<file path="src/pfsfe_sync.sv">
// Functional notes
// - serial output changes only after clock falls
// - input bits sampled on rising serial clock
// - deselected device floats its serial output
// - standby only once no internal cycle runs
// - select low makes the device active
// - no instruction before first select falling edge
// - reset pin high means normal operation
// - reset pin low floats the serial output
// - reset aborts a running write cycle
// - protect low locks the lowest 256 pages
// - protect high leaves lowest pages writable
// - either idle clock level is accepted
// - array is 16 sectors of 256 pages
// - 256-byte pages, 4096 pages, byte addressed
// - one page operation alters 1 to 256 bytes
// - page write is erase then program
// - separate page erase and sector erase
// - permit latch needed, cleared after each cycle
// - internal cycle starts when select rises
// - modify commands need whole bytes of clocks
`timescale 1ns/1ps
`default_nettype none

// ==========================================================================
// constants
package pfsfe_pkg;
  localparam int unsigned SECTOR_COUNT     = 16;
  localparam int unsigned PAGES_PER_SECTOR = 256;
  localparam int unsigned PAGE_BYTES       = 256;
  localparam int unsigned PAGE_COUNT       = SECTOR_COUNT * PAGES_PER_SECTOR;
  localparam int unsigned COL_W            = 8;
  localparam int unsigned PAGE_W           = 12;
  localparam int unsigned ADDR_W           = 20;
  localparam int unsigned ADDR_BYTES       = 3;
  localparam int unsigned TIMER_W          = 16;
  localparam logic [PAGE_W-1:0] PROT_PAGE_LIMIT = 12'h100;
  localparam logic [8:0]        MAX_PAGE_BYTES  = 9'h100;
  localparam logic [1:0]        LAST_ADDR_BYTE  = 2'h2;
  localparam logic [2:0]        LAST_BIT        = 3'h7;
  // command codes
  localparam logic [7:0] OP_PERMIT_SET   = 8'h06;
  localparam logic [7:0] OP_PERMIT_CLR   = 8'h04;
  localparam logic [7:0] OP_READ         = 8'h03;
  localparam logic [7:0] OP_PAGE_WRITE   = 8'h0A;
  localparam logic [7:0] OP_PAGE_PROGRAM = 8'h02;
  localparam logic [7:0] OP_PAGE_ERASE   = 8'hDB;
  localparam logic [7:0] OP_SECTOR_ERASE = 8'hD8;
  // internal cycle lengths in clk cycles
  localparam int unsigned ERASE_CLKS_DEF   = 400;
  localparam int unsigned PROGRAM_CLKS_DEF = 200;
  // synchroniser lanes
  localparam int unsigned SYNC_W  = 5;
  localparam int unsigned SY_MOSI = 0;
  localparam int unsigned SY_SCLK = 1;
  localparam int unsigned SY_WP   = 2;
  localparam int unsigned SY_CS   = 3;
  localparam int unsigned SY_HRST = 4;
  localparam logic [SYNC_W-1:0] SYNC_RST = 5'h08;
  localparam int unsigned CY_ERASE_BIT   = 1;
  localparam int unsigned CY_PROGRAM_BIT = 2;
  typedef enum logic [4:0] {
    st_idle = 5'h01,
    st_cmd  = 5'h02,
    st_addr = 5'h04,
    st_data = 5'h08,
    st_read = 5'h10
  } pfsfe_frame_type;
  typedef enum logic [2:0] {
    cy_idle    = 3'h1,
    cy_erase   = 3'h2,
    cy_program = 3'h4
  } pfsfe_cycle_type;
endpackage

// ==========================================================================
// two-stage synchroniser
module pfsfe_sync #(
  parameter int unsigned      W       = 1,
  parameter logic [W-1:0]     RST_VAL = '0
) (
  // clock and reset
  input  wire logic         clk,
  input  wire logic         rst_b,
  // data
  input  wire logic [W-1:0] d,
  output logic      [W-1:0] q
);
  logic [W-1:0] meta_q;

  always_ff @(posedge clk or negedge rst_b) begin
    if (!rst_b) begin
      meta_q <= RST_VAL;
      q      <= RST_VAL;
    end else begin
      meta_q <= d;
      q      <= meta_q;
    end
  end
endmodule

`default_nettype wire

</file>
<file path="src/pfsfe_top.sv">
`timescale 1ns/1ps
`default_nettype none

module pfsfe_top #(
  parameter int unsigned ERASE_CLKS   = pfsfe_pkg::ERASE_CLKS_DEF,
  parameter int unsigned PROGRAM_CLKS = pfsfe_pkg::PROGRAM_CLKS_DEF
) (
  // clock and reset
  input  wire logic                             clk,
  input  wire logic                             rst_b,
  // serial link pins
  input  wire logic                             sclk,
  input  wire logic                             cs_b,
  input  wire logic                             mosi,
  input  wire logic                             hw_reset_b,
  input  wire logic                             wp_b,
  output logic                                  miso,
  output logic                                  miso_oe,
  // page buffer fill
  output logic                                  buf_we,
  output logic [pfsfe_pkg::COL_W-1:0]           buf_col,
  output logic [7:0]                            buf_data,
  // array read
  output logic                                  rd_req,
  output logic [pfsfe_pkg::ADDR_W-1:0]          rd_addr,
  input  wire logic [7:0]                       rd_data,
  // internal cycle
  output logic                                  cyc_erase,
  output logic                                  cyc_program,
  output logic                                  cyc_sector,
  output logic [pfsfe_pkg::PAGE_W-1:0]          cyc_page,
  output logic                                  cyc_abort,
  // status
  output logic                                  write_permit_latch,
  output logic                                  busy,
  output logic                                  active,
  output logic                                  standby
);

  // ========================================================================
  // pin synchronisation and edges
  logic [pfsfe_pkg::SYNC_W-1:0] pins_s;
  logic                         s_mosi;
  logic                         s_sclk;
  logic                         s_wp_b;
  logic                         s_cs_b;
  logic                         s_hrst_b;
  logic                         sclk_q;
  logic                         cs_q;
  logic                         armed_q;
  logic                         normal;
  logic                         sel;
  logic                         sclk_rise;
  logic                         sclk_fall;
  logic                         cs_fall;
  logic                         cs_rise;

  // sclk and mosi share one synchroniser so they stay aligned
  pfsfe_sync #(
    .W       (pfsfe_pkg::SYNC_W),
    .RST_VAL (pfsfe_pkg::SYNC_RST)
  ) u_sync (
    .clk   (clk),
    .rst_b (rst_b),
    .d     ({hw_reset_b, cs_b, wp_b, sclk, mosi}),
    .q     (pins_s)
  );

  assign s_mosi   = pins_s[pfsfe_pkg::SY_MOSI];
  assign s_sclk   = pins_s[pfsfe_pkg::SY_SCLK];
  assign s_wp_b   = pins_s[pfsfe_pkg::SY_WP];
  assign s_cs_b   = pins_s[pfsfe_pkg::SY_CS];
  assign s_hrst_b = pins_s[pfsfe_pkg::SY_HRST];

  always_ff @(posedge clk or negedge rst_b) begin
    if (!rst_b) begin
      sclk_q <= 1'b0;
      cs_q   <= 1'b1;
    end else begin
      sclk_q <= s_sclk;
      cs_q   <= s_cs_b;
    end
  end

  always_ff @(posedge clk or negedge rst_b) begin
    if (!rst_b) begin
      armed_q <= 1'b0;
    end else if (cs_q && !s_cs_b) begin
      armed_q <= 1'b1;
    end
  end

  assign normal    = s_hrst_b;
  assign sel       = !s_cs_b && armed_q && normal;
  // edges only, never the level: a clock idling high or low both work
  assign sclk_rise = sel && s_sclk && !sclk_q;
  assign sclk_fall = sel && !s_sclk && sclk_q;
  assign cs_fall   = cs_q && !s_cs_b && normal;
  assign cs_rise   = !cs_q && s_cs_b;

  // ========================================================================
  // input shifting
  logic [7:0]                      shift_q;
  logic [2:0]                      bit_q;
  logic [1:0]                      abyte_q;
  logic [7:0]                      byte_in;
  logic                            byte_done;
  pfsfe_pkg::pfsfe_frame_type      state_q;
  logic [7:0]                      cmd_q;
  logic [pfsfe_pkg::ADDR_W-1:0]    addr_q;
  logic [pfsfe_pkg::COL_W-1:0]     col_q;
  logic [8:0]                      nbytes_q;
  logic                            last_addr;
  logic                            cmd_needs_addr;
  logic                            cmd_fills_buf;

  assign byte_in   = {shift_q[6:0], s_mosi};
  assign byte_done = sclk_rise && (bit_q == pfsfe_pkg::LAST_BIT);
  assign last_addr = byte_done && (state_q == pfsfe_pkg::st_addr) &&
                     (abyte_q == pfsfe_pkg::LAST_ADDR_BYTE);
  assign cmd_needs_addr = (byte_in != pfsfe_pkg::OP_PERMIT_SET) &&
                          (byte_in != pfsfe_pkg::OP_PERMIT_CLR);
  assign cmd_fills_buf  = (cmd_q == pfsfe_pkg::OP_PAGE_WRITE) ||
                          (cmd_q == pfsfe_pkg::OP_PAGE_PROGRAM);

  always_ff @(posedge clk or negedge rst_b) begin
    if (!rst_b) begin
      shift_q <= 8'h00;
      bit_q   <= 3'h0;
    end else if (cs_fall) begin
      bit_q   <= 3'h0;
    end else if (sclk_rise) begin
      shift_q <= byte_in;
      bit_q   <= bit_q + 3'h1;
    end
  end

  // ========================================================================
  // frame sequencing
  always_ff @(posedge clk or negedge rst_b) begin
    if (!rst_b) begin
      state_q <= pfsfe_pkg::st_idle;
    end else if (!normal || s_cs_b) begin
      state_q <= pfsfe_pkg::st_idle;
    end else if (cs_fall) begin
      state_q <= pfsfe_pkg::st_cmd;
    end else if (byte_done) begin
      unique case (state_q)
        pfsfe_pkg::st_idle: begin
          state_q <= pfsfe_pkg::st_idle;
        end
        pfsfe_pkg::st_cmd: begin
          state_q <= cmd_needs_addr ? pfsfe_pkg::st_addr : pfsfe_pkg::st_data;
        end
        pfsfe_pkg::st_addr: begin
          if (abyte_q == pfsfe_pkg::LAST_ADDR_BYTE) begin
            state_q <= (cmd_q == pfsfe_pkg::OP_READ) ? pfsfe_pkg::st_read
                                                      : pfsfe_pkg::st_data;
          end
        end
        pfsfe_pkg::st_data: begin
          state_q <= pfsfe_pkg::st_data;
        end
        pfsfe_pkg::st_read: begin
          state_q <= pfsfe_pkg::st_read;
        end
      endcase
    end
  end

  always_ff @(posedge clk or negedge rst_b) begin
    if (!rst_b) begin
      cmd_q   <= 8'h00;
      addr_q  <= 20'h00000;
      abyte_q <= 2'h0;
    end else if (cs_fall) begin
      abyte_q <= 2'h0;
    end else if (byte_done && state_q == pfsfe_pkg::st_cmd) begin
      cmd_q   <= byte_in;
    end else if (byte_done && state_q == pfsfe_pkg::st_addr) begin
      addr_q  <= {addr_q[11:0], byte_in};
      abyte_q <= abyte_q + 2'h1;
    end
  end

  // ========================================================================
  // page buffer fill, wrapping inside the addressed page
  always_ff @(posedge clk or negedge rst_b) begin
    if (!rst_b) begin
      col_q    <= 8'h00;
      nbytes_q <= 9'h000;
      buf_we   <= 1'b0;
      buf_col  <= 8'h00;
      buf_data <= 8'h00;
    end else begin
      buf_we <= 1'b0;
      if (cs_fall) begin
        nbytes_q <= 9'h000;
      end else if (last_addr) begin
        col_q <= byte_in;
      end else if (byte_done && state_q == pfsfe_pkg::st_data && cmd_fills_buf && !busy) begin
        // later bytes overwrite from the page start; count saturates
        buf_we   <= 1'b1;
        buf_col  <= col_q;
        buf_data <= byte_in;
        col_q    <= col_q + 8'h01;
        if (nbytes_q != pfsfe_pkg::MAX_PAGE_BYTES) begin
          nbytes_q <= nbytes_q + 9'h001;
        end
      end
    end
  end

  // ========================================================================
  // read path: array answers the cycle after rd_req
  logic       rd_pend_q;
  logic [7:0] rdbuf_q;
  logic [7:0] tx_q;
  logic [2:0] obit_q;
  logic       next_fetch;

  assign next_fetch = sclk_fall && state_q == pfsfe_pkg::st_read && obit_q == 3'h0;

  always_ff @(posedge clk or negedge rst_b) begin
    if (!rst_b) begin
      rd_req    <= 1'b0;
      rd_addr   <= 20'h00000;
      rd_pend_q <= 1'b0;
      rdbuf_q   <= 8'h00;
    end else begin
      rd_req    <= 1'b0;
      rd_pend_q <= rd_req;
      if (rd_pend_q) begin
        rdbuf_q <= rd_data;
      end
      if (last_addr && cmd_q == pfsfe_pkg::OP_READ) begin
        rd_req  <= 1'b1;
        rd_addr <= {addr_q[11:0], byte_in};
      end else if (next_fetch) begin
        rd_req  <= 1'b1;
        rd_addr <= rd_addr + 20'h00001;
      end
    end
  end

  always_ff @(posedge clk or negedge rst_b) begin
    if (!rst_b) begin
      miso   <= 1'b0;
      tx_q   <= 8'h00;
      obit_q <= 3'h0;
    end else if (cs_fall) begin
      obit_q <= 3'h0;
    end else if (sclk_fall && state_q == pfsfe_pkg::st_read) begin
      obit_q <= obit_q + 3'h1;
      if (obit_q == 3'h0) begin
        miso <= rdbuf_q[7];
        tx_q <= {rdbuf_q[6:0], 1'b0};
      end else begin
        miso <= tx_q[7];
        tx_q <= {tx_q[6:0], 1'b0};
      end
    end
  end

  // driven only while this device is selected, so a shared line stays free
  always_ff @(posedge clk or negedge rst_b) begin
    if (!rst_b) begin
      miso_oe <= 1'b0;
    end else begin
      miso_oe <= !s_cs_b && normal && state_q == pfsfe_pkg::st_read;
    end
  end

  // ========================================================================
  // command execution at deselect
  logic exec;
  logic prot;
  logic modify_ok;
  logic start_pw;
  logic start_pp;
  logic start_pe;
  logic start_se;
  logic start_any;
  logic cyc_end;

  assign exec      = cs_rise && normal && bit_q == 3'h0 &&
                     state_q == pfsfe_pkg::st_data && !busy;
  // sector 0 is exactly the protected pages, so sector erase is covered too
  assign prot      = !s_wp_b && (addr_q[19:8] < pfsfe_pkg::PROT_PAGE_LIMIT);
  assign modify_ok = write_permit_latch && !prot;
  assign start_pw  = exec && modify_ok && cmd_q == pfsfe_pkg::OP_PAGE_WRITE &&
                     nbytes_q != 9'h000;
  assign start_pp  = exec && modify_ok && cmd_q == pfsfe_pkg::OP_PAGE_PROGRAM &&
                     nbytes_q != 9'h000;
  assign start_pe  = exec && modify_ok && cmd_q == pfsfe_pkg::OP_PAGE_ERASE;
  assign start_se  = exec && modify_ok && cmd_q == pfsfe_pkg::OP_SECTOR_ERASE;
  assign start_any = start_pw || start_pp || start_pe || start_se;

  always_ff @(posedge clk or negedge rst_b) begin
    if (!rst_b) begin
      write_permit_latch <= 1'b0;
    end else if (!normal) begin
      write_permit_latch <= 1'b0;
    end else if (exec && cmd_q == pfsfe_pkg::OP_PERMIT_SET) begin
      write_permit_latch <= 1'b1;
    end else if (cyc_end || (exec && cmd_q == pfsfe_pkg::OP_PERMIT_CLR)) begin
      write_permit_latch <= 1'b0;
    end
  end

  // ========================================================================
  // internal erase/program cycle
  pfsfe_pkg::pfsfe_cycle_type     cyc_q;
  logic [pfsfe_pkg::TIMER_W-1:0]  timer_q;
  logic                           chain_q;
  localparam logic [pfsfe_pkg::TIMER_W-1:0] ERASE_LAST   = pfsfe_pkg::TIMER_W'(ERASE_CLKS - 1);
  localparam logic [pfsfe_pkg::TIMER_W-1:0] PROGRAM_LAST = pfsfe_pkg::TIMER_W'(PROGRAM_CLKS - 1);

  assign cyc_end = normal && cyc_q != pfsfe_pkg::cy_idle && timer_q == '0 &&
                   !(cyc_q == pfsfe_pkg::cy_erase && chain_q);
  assign cyc_erase   = cyc_q[pfsfe_pkg::CY_ERASE_BIT];
  assign cyc_program = cyc_q[pfsfe_pkg::CY_PROGRAM_BIT];

  always_ff @(posedge clk or negedge rst_b) begin
    if (!rst_b) begin
      cyc_q      <= pfsfe_pkg::cy_idle;
      timer_q    <= '0;
      chain_q    <= 1'b0;
      cyc_sector <= 1'b0;
      cyc_page   <= 12'h000;
    end else if (!normal) begin
      cyc_q <= pfsfe_pkg::cy_idle;
    end else begin
      unique case (cyc_q)
        pfsfe_pkg::cy_idle: begin
          if (start_any) begin
            cyc_q      <= start_pp ? pfsfe_pkg::cy_program : pfsfe_pkg::cy_erase;
            timer_q    <= start_pp ? PROGRAM_LAST : ERASE_LAST;
            chain_q    <= start_pw;
            cyc_sector <= start_se;
            cyc_page   <= addr_q[19:8];
          end
        end
        pfsfe_pkg::cy_erase: begin
          if (timer_q != '0) begin
            timer_q <= timer_q - 1'b1;
          end else if (chain_q) begin
            cyc_q   <= pfsfe_pkg::cy_program;
            timer_q <= PROGRAM_LAST;
            chain_q <= 1'b0;
          end else begin
            cyc_q <= pfsfe_pkg::cy_idle;
          end
        end
        pfsfe_pkg::cy_program: begin
          if (timer_q != '0) begin
            timer_q <= timer_q - 1'b1;
          end else begin
            cyc_q <= pfsfe_pkg::cy_idle;
          end
        end
      endcase
    end
  end

  // ========================================================================
  // power state
  always_ff @(posedge clk or negedge rst_b) begin
    if (!rst_b) begin
      busy      <= 1'b0;
      cyc_abort <= 1'b0;
      active    <= 1'b0;
      standby   <= 1'b1;
    end else begin
      cyc_abort <= !normal && cyc_q != pfsfe_pkg::cy_idle;
      if (!normal || cyc_end) begin
        busy <= 1'b0;
      end else if (start_any) begin
        busy <= 1'b1;
      end
      active  <= !s_cs_b || busy || start_any;
      standby <= s_cs_b && !busy && !start_any;
    end
  end
endmodule

`default_nettype wire
</file>
<file path="config.mk">
export PLATFORM = sky130hd
export DESIGN_NAME = pfsfe_top
export DESIGN_NICKNAME = d
export VERILOG_FILES = /design/src/pfsfe_sync.sv /design/src/pfsfe_top.sv
export SDC_FILE = /design/constraint.sdc
export NUM_CORES = 1
export LEC_CHECK = 0
export BUFFER_PORTS_ARGS = -buffer_cell sky130_fd_sc_hd__clkbuf_2
export CAP_MARGIN = 5
export CORE_ASPECT_RATIO = 1.75
export CORE_MARGIN = 5
export CORE_UTILIZATION = 25
export CTS_CLUSTER_DIAMETER = 120
export DETAILED_ROUTE_END_ITERATION = 6
export PLACE_DENSITY = 0.4
export SLEW_MARGIN = 20
export SYNTH_ARGS = -nofsm -noshare
export SYNTH_HDL_FRONTEND = slang
export SYNTH_SLANG_ARGS = --single-unit
</file>
<file path="constraint.sdc">
create_clock -name clk -period 2.9 [get_ports clk]
set_clock_uncertainty 0.05 [all_clocks]
set_input_delay 0.145 -clock clk [delete_from_list [all_inputs] [get_ports clk]]
set_output_delay 0.145 -clock clk [all_outputs]
set_load 0.01 [all_outputs]
</file>
**After elaboration in Yosys (flattened, before gate mapping)**

Index checks and enable logic that the tools add are counted.

- Bits in registers: 173
- Input port bits: 15
- Output and inout port bits: 60
- Logic and storage cells: 218

- Add/subtract/negate cells: 7
- $lt $le $gt $ge: 1
- Eq/ne operators: 32
- Multiplexer cells: 50
- Bitwise gates (word level): 3
- Reductions and logical operators: 91

Operators by type and width:

| kind | count |
|---|---|
| 2-to-1 mux 16 bit | 4 |
| case mux 16 bit (3 select lines) | 1 |
| 2-to-1 mux 9 bit | 5 |
| logical AND 1 bit | 44 |
| 2-to-1 mux 20 bit | 2 |
| 2-to-1 mux 3 bit | 10 |
| 2-to-1 mux 5 bit | 5 |
| case mux 5 bit (5 select lines) | 1 |
| 2-to-1 mux 8 bit | 3 |
| adder 20 x 1 -> 20 bit, second input constant | 1 |
| nonzero test 2 bit | 9 |
| equality test 8 x 2 -> 1 bit, second input constant | 2 |
| equality test 8 x 3 -> 1 bit, second input constant | 2 |
| equality test 8 bit, second input constant | 2 |
| zero test 16 bit | 1 |
| inequality test 8 x 3 -> 1 bit, second input constant | 2 |
| nonzero test 16 bit | 1 |
| subtractor 16 x 1 -> 16 bit, second input constant | 1 |
| AND reduction 3 bit | 5 |
| 2-to-1 mux 1 bit | 13 |
| < comparator 12 x 9 -> 1 bit, second input constant | 1 |
| inequality test 3 bit, second input constant | 4 |
| AND reduction 2 bit | 6 |
| zero test 1 bit | 10 |
| other kinds (29) | 49 |

**Depth between registers and ports, before layout**

Gate-level depths: netlist of the first run.

- Word-level depth: 15
- Gate-level depth with buffers: 9
- Depth with buffers taken out: 8

**Modules after synthesis**

From an unflattened synthesis of the first run, not the netlist that was laid out.

- Cells, all modules: 720
- Area total of the unflattened synthesis: 7926.4 um^2

Modules (own cells, without submodules):

| module | times used | cells each | area an instance (um^2) |
|---|---|---|---|
| pfsfe_top | 1 | 710 | 7673.6 |
| pfsfe_sync | 1 | 10 | 252.7 |

**Least setup slack after synthesis of the first run**

OpenSTA, ideal clock, no wires.

- Path kind: register -> register
- Start point: register timer_q[0] (netlist bit)
- End point: register timer_q[3] (netlist bit)
- Library setup time: 121 ps
- Data arrival time: 2240 ps
- Required time: 2729 ps
- Slack: 489 ps
- Cell stages (with the launch flop): 9
- Clock period less this slack: 2411 ps
- Cell sequence: dfrtp_1 > inv_1 > ha_1 > nor3b_1 > nand4_1 > o31a_1 > a21boi_2 > buf_2 > a22o_1

- Longest elaborated chain between the ends: 3

Ends and longest elaborated chain:

| element | line | RTL |
|---|---|---|
| from (decl) | pfsfe_top.sv:314 | `logic [pfsfe_pkg::TIMER_W-1:0] timer_q;` |
| from (signal assigned) | pfsfe_top.sv:338 | `timer_q <= start_pp ? PROGRAM_LAST : ERASE_LAST;` |
| from (signal assigned) | pfsfe_top.sv:346 | `timer_q <= timer_q - 1'b1;` |
| from (signal assigned) | pfsfe_top.sv:357 | `timer_q <= timer_q - 1'b1;` |
| subtractor 16 x 1 -> 16 bit or nonzero test 16 bit (tied branches) | - |  |
| 2-to-1 mux 16 bit (tied with other cells) | pfsfe_top.sv:356 | `if (timer_q != '0) begin` |
| case mux 16 bit (3 select lines) or AND reduction 4 bit (tied branches) | - |  |

Parallel ways exist; a longest one is shown, timed or not. The select of a mux whose other input is x is not followed.
A chain may end at the register's enable or synchronous reset.

**Final worst setup path of the first run**

- Start point: register cmd_q[5]
- End point: register buf_data[5]

- Longest elaborated chain between the ends: 5

Ends and longest elaborated chain:

| element | line | RTL |
|---|---|---|
| from (decl) | pfsfe_top.sv:109 | `logic [7:0] cmd_q;` |
| from (signal assigned) | pfsfe_top.sv:179 | `cmd_q <= byte_in;` |
| equality test 8 x 4 -> 1 bit or equality test 8 x 2 -> 1 bit (tied branches) | pfsfe_top.sv:123, pfsfe_top.sv:124 |  |
| logical OR 1 bit * | pfsfe_top.sv:123 | `assign cmd_fills_buf = (cmd_q == pfsfe_pkg::OP_PAGE_WRITE) \|\|` |
| logical AND 1 bit * (2 in a row) | pfsfe_top.sv:201 | `end else if (byte_done && state_q == pfsfe_pkg::st_data && cmd_fills_buf && !busy) begin` |
| AND reduction 3 bit (no source line) * | - |  |
| to (signal assigned) | pfsfe_top.sv:205 | `buf_data <= byte_in;` |
| to (decl) | pfsfe_top.sv:22 | `output logic [7:0] buf_data,` |

Every way passes the cells marked *; elsewhere a longest branch is shown, timed or not.

==> results of run 1 <==
worst max-delay path: cells and delay by family (launching register included):
| family | cells | cell delay, ps |
|---|---|---|
| simple gates | 3 | 1690 |
| flops | 1 | 410 |
| mux | 1 | 400 |
synthesized netlist by cell type (5+ instances only):
| cell | count |
|---|---|
| xnor2_1 | 7 |
| dfrtp_1 | 166 |
| a211oi_1 | 5 |
| a21oi_1 | 26 |
| inv_1 | 19 |
| mux2_2 | 70 |
| nor3_1 | 21 |
| nor2b_1 | 6 |
| o311ai_0 | 5 |
| xor2_1 | 10 |
| nor4_1 | 12 |
| nand2b_1 | 11 |
| nor2_1 | 39 |
| nand4_1 | 17 |
| nand3_1 | 29 |
| o211ai_1 | 7 |
| mux2i_1 | 11 |
| nand3b_1 | 5 |
| nand2_1 | 69 |
| a2bb2oi_1 | 6 |
| o21ai_0 | 42 |
| or2_2 | 5 |
| ha_1 | 11 |
| buf_2 | 10 |
| or3_1 | 11 |
| and3_1 | 6 |
| clkbuf_1 | 16 |
| or4_1 | 7 |
| o21a_1 | 8 |
| dfstp_2 | 6 |
worst paths after layout:
| path | cells after the start | slack [ps] | from | endpoint |
|---|---|---|---|---|
| max in group asynchronous | 3 | 1720 | rst_b | addr_q[1]$_DFFE_PN0P_ |
| worst max register to register | 4 | 210 | cmd_q[5]$_DFFE_PN0P_ | buf_data[5]$_DFFE_PN0P_ |
| min in group clk | 2 | 280 | cs_b | u_sync.meta_q[3]$_DFF_PN1_ |
| worst min-delay path | 2 | 230 | rst_b | u_sync.meta_q[1]$_DFF_PN0_ |
| worst max-delay path | 4 | 210 | cmd_q[5]$_DFFE_PN0P_ | buf_data[5]$_DFFE_PN0P_ |
| worst min register to register | 0 | 300 | u_sync.meta_q[2]$_DFF_PN0_ | u_sync.q[2]$_DFF_PN0_ |
power groups by stage:
stage	logic, uW	clock network (uW)	registers (uW)
5_1_grt	198	2610	2480
4_1_cts	181	2520	2480
2_1_floorplan	59.1	0	2500
3_5_place_dp	165	0	2520
3_3_place_gp	166	0	2520
6_report	172	2440	2480
sequential cells by signal, summed over array words and instances, names as in the netlist, 8 cells and up:
signal / count
timer_q: 16
rd_addr: 20
addr_q: 20
col_q: 8
buf_col: 8
nbytes_q: 9
cyc_page: 12
rdbuf_q: 8
cmd_q: 8
buf_data: 8
what timing repair did:
action | in CTS | in global routing
setup endpoints to repair | 0 | 0
endpoints found under the hold margin | 68 | 0
hold buffers | 14 | 0
routing by layer:
metal / wire (um) / share of wire
met5: 0 / 0
met4: 682 / 0.029
met3: 568 / 0.024
met2: 13300 / 0.56
met1: 9220 / 0.39
layout make-up:
cell class,count,area [sq um],share of cell area
flip-flops and latches,172,4310,0.430
multi-input cells,524,3660,0.364
repair buffers,130,882,0.0879
well taps,400,500,0.0499
clock buffers,18,429,0.0428
clock inverters,14,183,0.0182
inverters,20,75.1,0.00748
per-stage QoR:
step | util | total power, uW | instance area (sq um) | setup slack (ps) | hold slack [ps]
2_1_floorplan | - | 2560 | 8180 | 489 | -201
3_3_place_gp | 0.287 | 2690 | 9290 | 218 | 162
3_5_place_dp | 0.287 | 2690 | 9290 | 188 | 170
4_1_cts | 0.311 | 5180 | 10000 | 167 | 254
5_1_grt | 0.311 | 5290 | 10000 | 42.0 | 257
6_report | 0.311 | 5090 | 10000 | 214 | 231
cell families after synthesis:
group | count (synthesis) | synth area share
flip-flops | 172 | 0.527
adder cells (fa/ha/maj) | 11 | 0.0168
buffers and inverters | 50 | 0.0263
AND/OR/NAND/NOR | 263 | 0.175
AO/OA/AOI/OAI | 151 | 0.126
XOR/XNOR | 17 | 0.0182
multiplexers | 82 | 0.111
==> qor.csv, run 1 <==
metric,value,unit
antennaDiodeCount,0,
ios,75,
syn_area,8180,sq um
swShare,0.240,
setup_viol,0,
p_seq_frac,0.487,
final_cell_mix,"dfrtp_1 (166), clkbuf_2 (73), mux2_2 (70)",
syn_avg_cell_area,11.0,sq um
viasPerCell,4.84,
area_growth,22.7,%
synth_edf_count,0,
grt_pass1_vias,6616,
synth_top_area_frac,0.508,
cts_max_level,4,
drc,0,
rows,87,
arrival,2970,ps
synthTopCellsByArea,"dfrtp_1 (51%), mux2_2 (9.6%), nand2_1 (3.2%)",
cp-start-kind,register,
fin_setup_tns,0,ps
antenna_found_initial,0,
pwr-share-comb,0.034,
worst_pin_slew,845,ps
drt-initial-drc-count,345,
layout-drive-gt1-share,0.277,
crit_type,register to register,
post-place-cells,1232,
final_cells,1278,
first_pass_iters,4,
p_per_area,507,nW/um^2
core,32300,sq um
netlist_instances,746,
async_flop_share,1.00,
yosys.cell_types.count,76,
fin_crit_sh,0.926,
cts_tree,yes,
worst-path-max-fanout,16,
use_met3,0.0266,
ant_nets,0,
hold_viol,0,
post_drt_wl_per_cell,18.6,um
io_buffers,74,
dpl.hpwl,17600,um
cp-end-kind,register,
die_area,36600,sq um
num-fill-cells,3356,
rsz0062_at_grt,no,
slowest_stage,and3_1,
clock_path_buffers,2,
vias,6188,
cts_buffers,17,
clk_latency,450,ps
critical-path-max-stage-delay,720,ps
clkTransAtPathRegs,70,ps
post-route-min-period,2690,ps
finalWirelength,23800,um
start_util,0.253,
pwr-share-clk,0.479,
ys_seq_area_frac,0.527,
leakagePower,0.00468,uW
yosys_warnings,0,
final_common_cell,dfrtp_1,
internal_power,3870,uW
slew_viol_final,0,
die_w,147,um
final_nets,891,
yosysTopAreaCell,dfrtp_1,
busiest_layer,met2,
ys_ff_latch,172,
grt_overflow_total,0,
grt_use_met2,0.253,
synthFlopType,dfrtp_1,
cp_cell_sequence,"or4_1, nor4_4, and3_1, mux2_2",
cts.sink_count,172,
cts-root-buf,clkbuf_16,
switching_power,1220,uW
grtUsageMet1,0.145,
cts_setup_buffers,0,
die_h,249,um
cts-resized-gates,0,
maxSlewHeadroom,0.437,
grt_pass1_wl,38500,um
ir_drop,0.347,mV
drv_cap,0,
clock.fmax,372,MHz
grt_max_degree,65,
synth_fp_nets,772,
hold_class,primary input to asynchronous set/reset pin,
status,"complete, no violations",
place_congestion,0.798,
required,3180,ps
grt_use_total,0.134,
Note: power is estimated with default switching activity, not from simulation.
==> inputs of run 2 (changes only) <==
ABC_AREA = 1   (was unset)
==> qor.csv, run 2 <==
metric,value,unit
drc,0,
drt-initial-drc-count,318,
place_ws,692,ps
top_regs,"addr_q x20, rd_addr x20, timer_q x16",
grt_overflow_total,0,
r2r_cells,12,
pwr-share-clk,0.469,
clkTransAtPathRegs,80,ps
core,33500,sq um
cpMostUsedCell,nand2_1,
fin_setup_tns,0,ps
grt_use_total,0.132,
die_h,253,um
area_growth,19.9,%
first_pass_iters,4,
clock.fmax,453,MHz
vias,6832,
drv_cap,0,
grt_max_degree,68,
cts_tree,yes,
start_util,0.251,
final_nets,1127,
synthFlopType,dfrtp_1,
yosys.cell_types.count,39,
maxSlewHeadroom,0.512,
yosysTopAreaCell,dfrtp_1,
grt_pass1_wl,39000,um
cts_max_level,4,
final_cell_mix,"nand2_1 (291), dfrtp_1 (166), inv_1 (104)",
synth_fp_nets,1025,
netlist_instances,999,
slew_viol_final,0,
rrSetupSlack,690,ps
hold_class,primary input to asynchronous set/reset pin,
required,3230,ps
r2r_end,timer_q[6]$_DFFE_PN0P_,
synthMostInstantiatedCell,nand2_1,
antennaDiodeCount,0,
critical-path-max-stage-delay,410,ps
cp-end-kind,register,
ant_nets,0,
rsz0062_at_grt,no,
async_flop_share,1.00,
hold_ws,175,ps
ir_drop,0.411,mV
yosys-top-cells-count,"nand2_1 (291), dfrtp_1 (166), inv_1 (104), o21ai_0 (83), nor2_1 (80)",
pwr-share-comb,0.034,
multi_input_area,3570,sq um
layout-drive-gt1-share,0.158,
ys_ff_latch,172,
cts-root-buf,clkbuf_16,
final_common_cell,nand2_1,
post_drt_wl_per_cell,15.3,um
cts_setup_buffers,0,
switching_power,1210,uW
cp-start-kind,register,
io_buffers,74,
finalWirelength,24100,um
cp_cell_sequence,"inv_1, ha_1, inv_1, nor2_1, nand3_1, nand2_1, nor2_2, nor2_4, nand3_4, nand2_4, nand2_1, nand2_1",
antenna_found_initial,0,
status,"complete, no violations",
synthTopCellsByArea,"dfrtp_1 (49%), nand2_1 (13%), o21ai_0 (4.9%)",
p_seq_frac,0.497,
cts_buffers,17,
setup_slack,695,ps
synth_edf_count,0,
rows,89,
r2r-start,nbytes_q[0]$_DFFE_PN0P_,
worst-path-max-fanout,19,
crit_family,simple AND/OR/NAND/NOR gates,
yosys_warnings,0,
place_congestion,0.838,
slowest_stage,dfrtp_1,
post-route-min-period,2210,ps
grt_pass1_vias,7107,
crit_type,register to register,
internal_power,3700,uW
ys_seq_area_frac,0.512,
syn_avg_cell_area,8.43,sq um
swShare,0.247,
hold_viol,0,
clk_latency,450,ps
arrival,2540,ps
num-fill-cells,3611,
p_per_area,486,nW/um^2
cts.sink_count,172,
clock_path_buffers,2,
synth_top_area_frac,0.493,
syn_area,8420,sq um
ios,75,
viasPerCell,4.35,
die_w,149,um
finalCoreUtilization,0.301,
leakagePower,0.00508,uW
cp.depth,12,
setup_viol,0,
die_area,37600,sq um
path_buf_inv,2,
worst_pin_slew,726,ps
dpl.hpwl,18000,um
fin_crit_sh,0.760,
regArea,4310,sq um
## run 2: cell count changes after synthesis, sizes merged, moves of 21 or more
cell	change
inv	+91
mux2	-61
nor2	+52
o21ai	+43
nand3	+49
xor2	+21
nand2	+233
## run 2: metal layers
| metal | share of wire | global-route usage | wire, um |
|---|---|---|---|
| met1 | 0.40 | 0.144 | 9570 |
| met2 | 0.56 | 0.253 | 13500 |
| met3 | 0.021 | 0.0231 | 512 |
| met4 | 0.021 | 0.0479 | 517 |
| met5 | 0 | 0 | 0 |
## run 2: power by group through the flow
stage          Combinational, uW  Sequential [uW]  Clock [uW]
3_5_place_dp                 162             2490           0
5_1_grt                      192             2440        2480
3_3_place_gp                 161             2490           0
6_report                     167             2440        2300
2_1_floorplan               56.3             2480           0
4_1_cts                      177             2440        2390
## run 2: layout make-up
class | count | share of cell area
Sequential cell | 172 | 0.427
Inverter | 111 | 0.0413
Clock inverter | 13 | 0.0130
Tap cell | 455 | 0.0564
Clock buffer | 19 | 0.0439
Multi-Input combinational cell | 694 | 0.354
Timing Repair Buffer | 105 | 0.0650
## run 2: timing repair
action                    in CTS  in global routing
hold endpoints to repair      65                  0
gates resized for setup        0                  0
hold buffers                  14                  0
## run 2: metrics by stage
step                std cells  cell area [sq um]  power, uW
floorplan                 999               8420       2540
global placement         1523               9390       2650
detailed placement       1523               9390       2650
CTS                      1569              10100       5010
global route             1569              10100       5110
finish                   1569              10100       4910
## run 2: how the worst max path moves through the flow
stage / from / end / slack, ps
2_1_floorplan: timer_q[0]$_DFFE_PN0P_ / timer_q[12]$_DFFE_PN0P_ / 1020
3_5_place_dp: u_sync.q[3]$_DFF_PN1_ / col_q[6]$_DFFE_PN0P_ / 690
4_1_cts: nbytes_q[0]$_DFFE_PN0P_ / timer_q[6]$_DFFE_PN0P_ / 670
3_3_place_gp: u_sync.q[3]$_DFF_PN1_ / col_q[6]$_DFFE_PN0P_ / 700
5_1_grt: nbytes_q[0]$_DFFE_PN0P_ / timer_q[9]$_DFFE_PN0P_ / 460
6_report: nbytes_q[0]$_DFFE_PN0P_ / timer_q[6]$_DFFE_PN0P_ / 690
## run 2: kinds of logic after synthesis
kind of cell / Yosys count / synth area share
AND/OR/NAND/NOR: 507 / 0.266
XOR/XNOR: 41 / 0.0426
multiplexers: 10 / 0.0134
flip-flops: 172 / 0.512
buffers and inverters: 133 / 0.0640
adder cells (fa/ha/maj): 11 / 0.0163
AO/OA/AOI/OAI: 125 / 0.0856
==> inputs of run 3 (changes only) <==
clock period = 2.14 ns   (was 2.9 ns; I/O delays follow)
==> qor.csv, run 3 (same netlist as run 2, synthesis figures left out) <==
metric,value,unit
status,"complete, no violations",
die_w,149,um
vias,6955,
place_ws,37.8,ps
area_growth,24.5,%
setup_slack,158,ps
cp-end-kind,register,
leakagePower,0.00532,uW
antennaDiodeCount,0,
cts-root-buf,clkbuf_16,
worst_pin_slew,543,ps
final_nets,1171,
cts.sink_count,172,
top_regs,"addr_q x20, rd_addr x20, timer_q x16",
setup_viol,0,
drt-met1-wl,9560,um
maxSlewHeadroom,0.637,
drc,0,
antenna_found_initial,0,
drt-initial-drc-count,314,
core,33500,sq um
start_util,0.251,
grt_pass1_wl,38900,um
final_area,10500,sq um
post-route-min-period,1980,ps
place_congestion,0.810,
first_pass_iters,4,
required,2460,ps
clock.fmax,505,MHz
die_area,37600,sq um
clk_latency,450,ps
p_per_area,634,nW/um^2
slew_viol_final,0,
final_cell_mix,"nand2_1 (291), dfrtp_1 (166), inv_1 (104)",
top_layer_used,met4,
dpl_cell_area,9730,sq um
hold_ws,114,ps
cts_buffers,17,
cp-start-kind,register,
dr_wl_met3,600,um
finalWirelength,23900,um
clock_path_buffers,2,
cts_tree,yes,
rows,89,
fin_crit_sh,0.926,
clkTransAtPathRegs,70,ps
worst-path-max-fanout,5,
drv_cap,0,
ant_nets,0,
ir_drop,0.500,mV
crit_type,register to register,
post_drt_wl_per_cell,14.8,um
ios,75,
hold_viol,0,
hold_class,primary input to asynchronous set/reset pin,
cts_max_level,4,
arrival,2300,ps
rsz0062_at_grt,yes,
die_h,253,um
layout-drive-gt1-share,0.195,
io_buffers,74,
viasPerCell,4.31,
grt_pass1_vias,7317,
power.total,6650,uW
dpl.hpwl,18200,um
grt_use_total,0.132,
fin_setup_tns,0,ps
routed-wl-met2,13100,um
final_common_cell,nand2_1,
grt_overflow_total,0,
grt_max_degree,48,
## run 3: cell types whose count changed in the layout (fill, tap and decap cells not counted)
| cell | delta |
|---|---|
| a21o_1 | -1 |
| a21o_4 | +1 |
| a21oi_1 | -1 |
| a21oi_2 | +1 |
| buf_12 | +2 |
| buf_4 | +42 |
| inv_6 | +1 |
| inv_8 | -1 |
| nand3_1 | -2 |
| nand3_2 | +2 |
| nor2_1 | -2 |
| nor2_4 | +2 |
## run 3: per-stage QoR
stage	utilization	instances
detailed placement	0.290	1566
floorplan	-	999
global placement	0.290	1566
finish	0.313	1613
CTS	0.312	1612
global route	0.313	1613
## run 3: area by class of cell
type                    count  area [sq um]
clock buffers              19           443
clock inverters            13           129
well taps                 455           569
inverters                 111           417
fillers                  3616         23000
multi-input cells         694          3610
flip-flops and latches    172          4310
repair buffers            149          1010
## run 3: worst max-delay path, cell delays in order (launching register included)
cell	delay, ps
dfrtp_1	400
inv_1	60
ha_1	170
nand2_1	50
nand3b_1	180
nor2_2	160
nand2_2	130
a21o_4	230
nand3_4	120
buf_4	160
nand2_1	60
a21oi_2	140
## run 3: report_power, final
group / leakage (uW) / switching (uW) / internal, uW
Combinational: 0.00271 / 175 / 85.5
Sequential: 0.00234 / 22.0 / 3280
Clock: 0.000275 / 1430 / 1660
## run 3: path summary, 6_finish.rpt
path,startpoint,depth (start not counted),slack [ps],to
max in group asynchronous,rst_b,3,1180,cyc_q[0]$_DFFE_PN1P_
worst min-delay path,rst_b,2,110,buf_col[7]$_DFFE_PN0P_
worst max-delay path,bit_q[0]$_DFFE_PN0P_,11,160,cyc_q[1]$_DFFE_PN0P_
worst max register to register,bit_q[0]$_DFFE_PN0P_,11,160,cyc_q[1]$_DFFE_PN0P_
worst min register to register,u_sync.meta_q[0]$_DFF_PN0_,0,300,u_sync.q[0]$_DFF_PN0_
min in group clk,cs_b,2,250,u_sync.meta_q[3]$_DFF_PN1_
## run 3: per-layer routing
| layer | vias to the layer above | track usage |
|---|---|---|
| met2 | 99 | 0.250 |
| met5 | - | 0 |
| li1 | 3509 | - |
| met1 | 3321 | 0.144 |
| met4 | 0 | 0.0508 |
| met3 | 26 | 0.0244 |
## run 3: timing repair
action	in CTS	in global routing
hold buffers	14	0
resized for setup	0	8
setup buffers	0	1
endpoints found under the setup margin	0	33
hold endpoints to repair	137	0
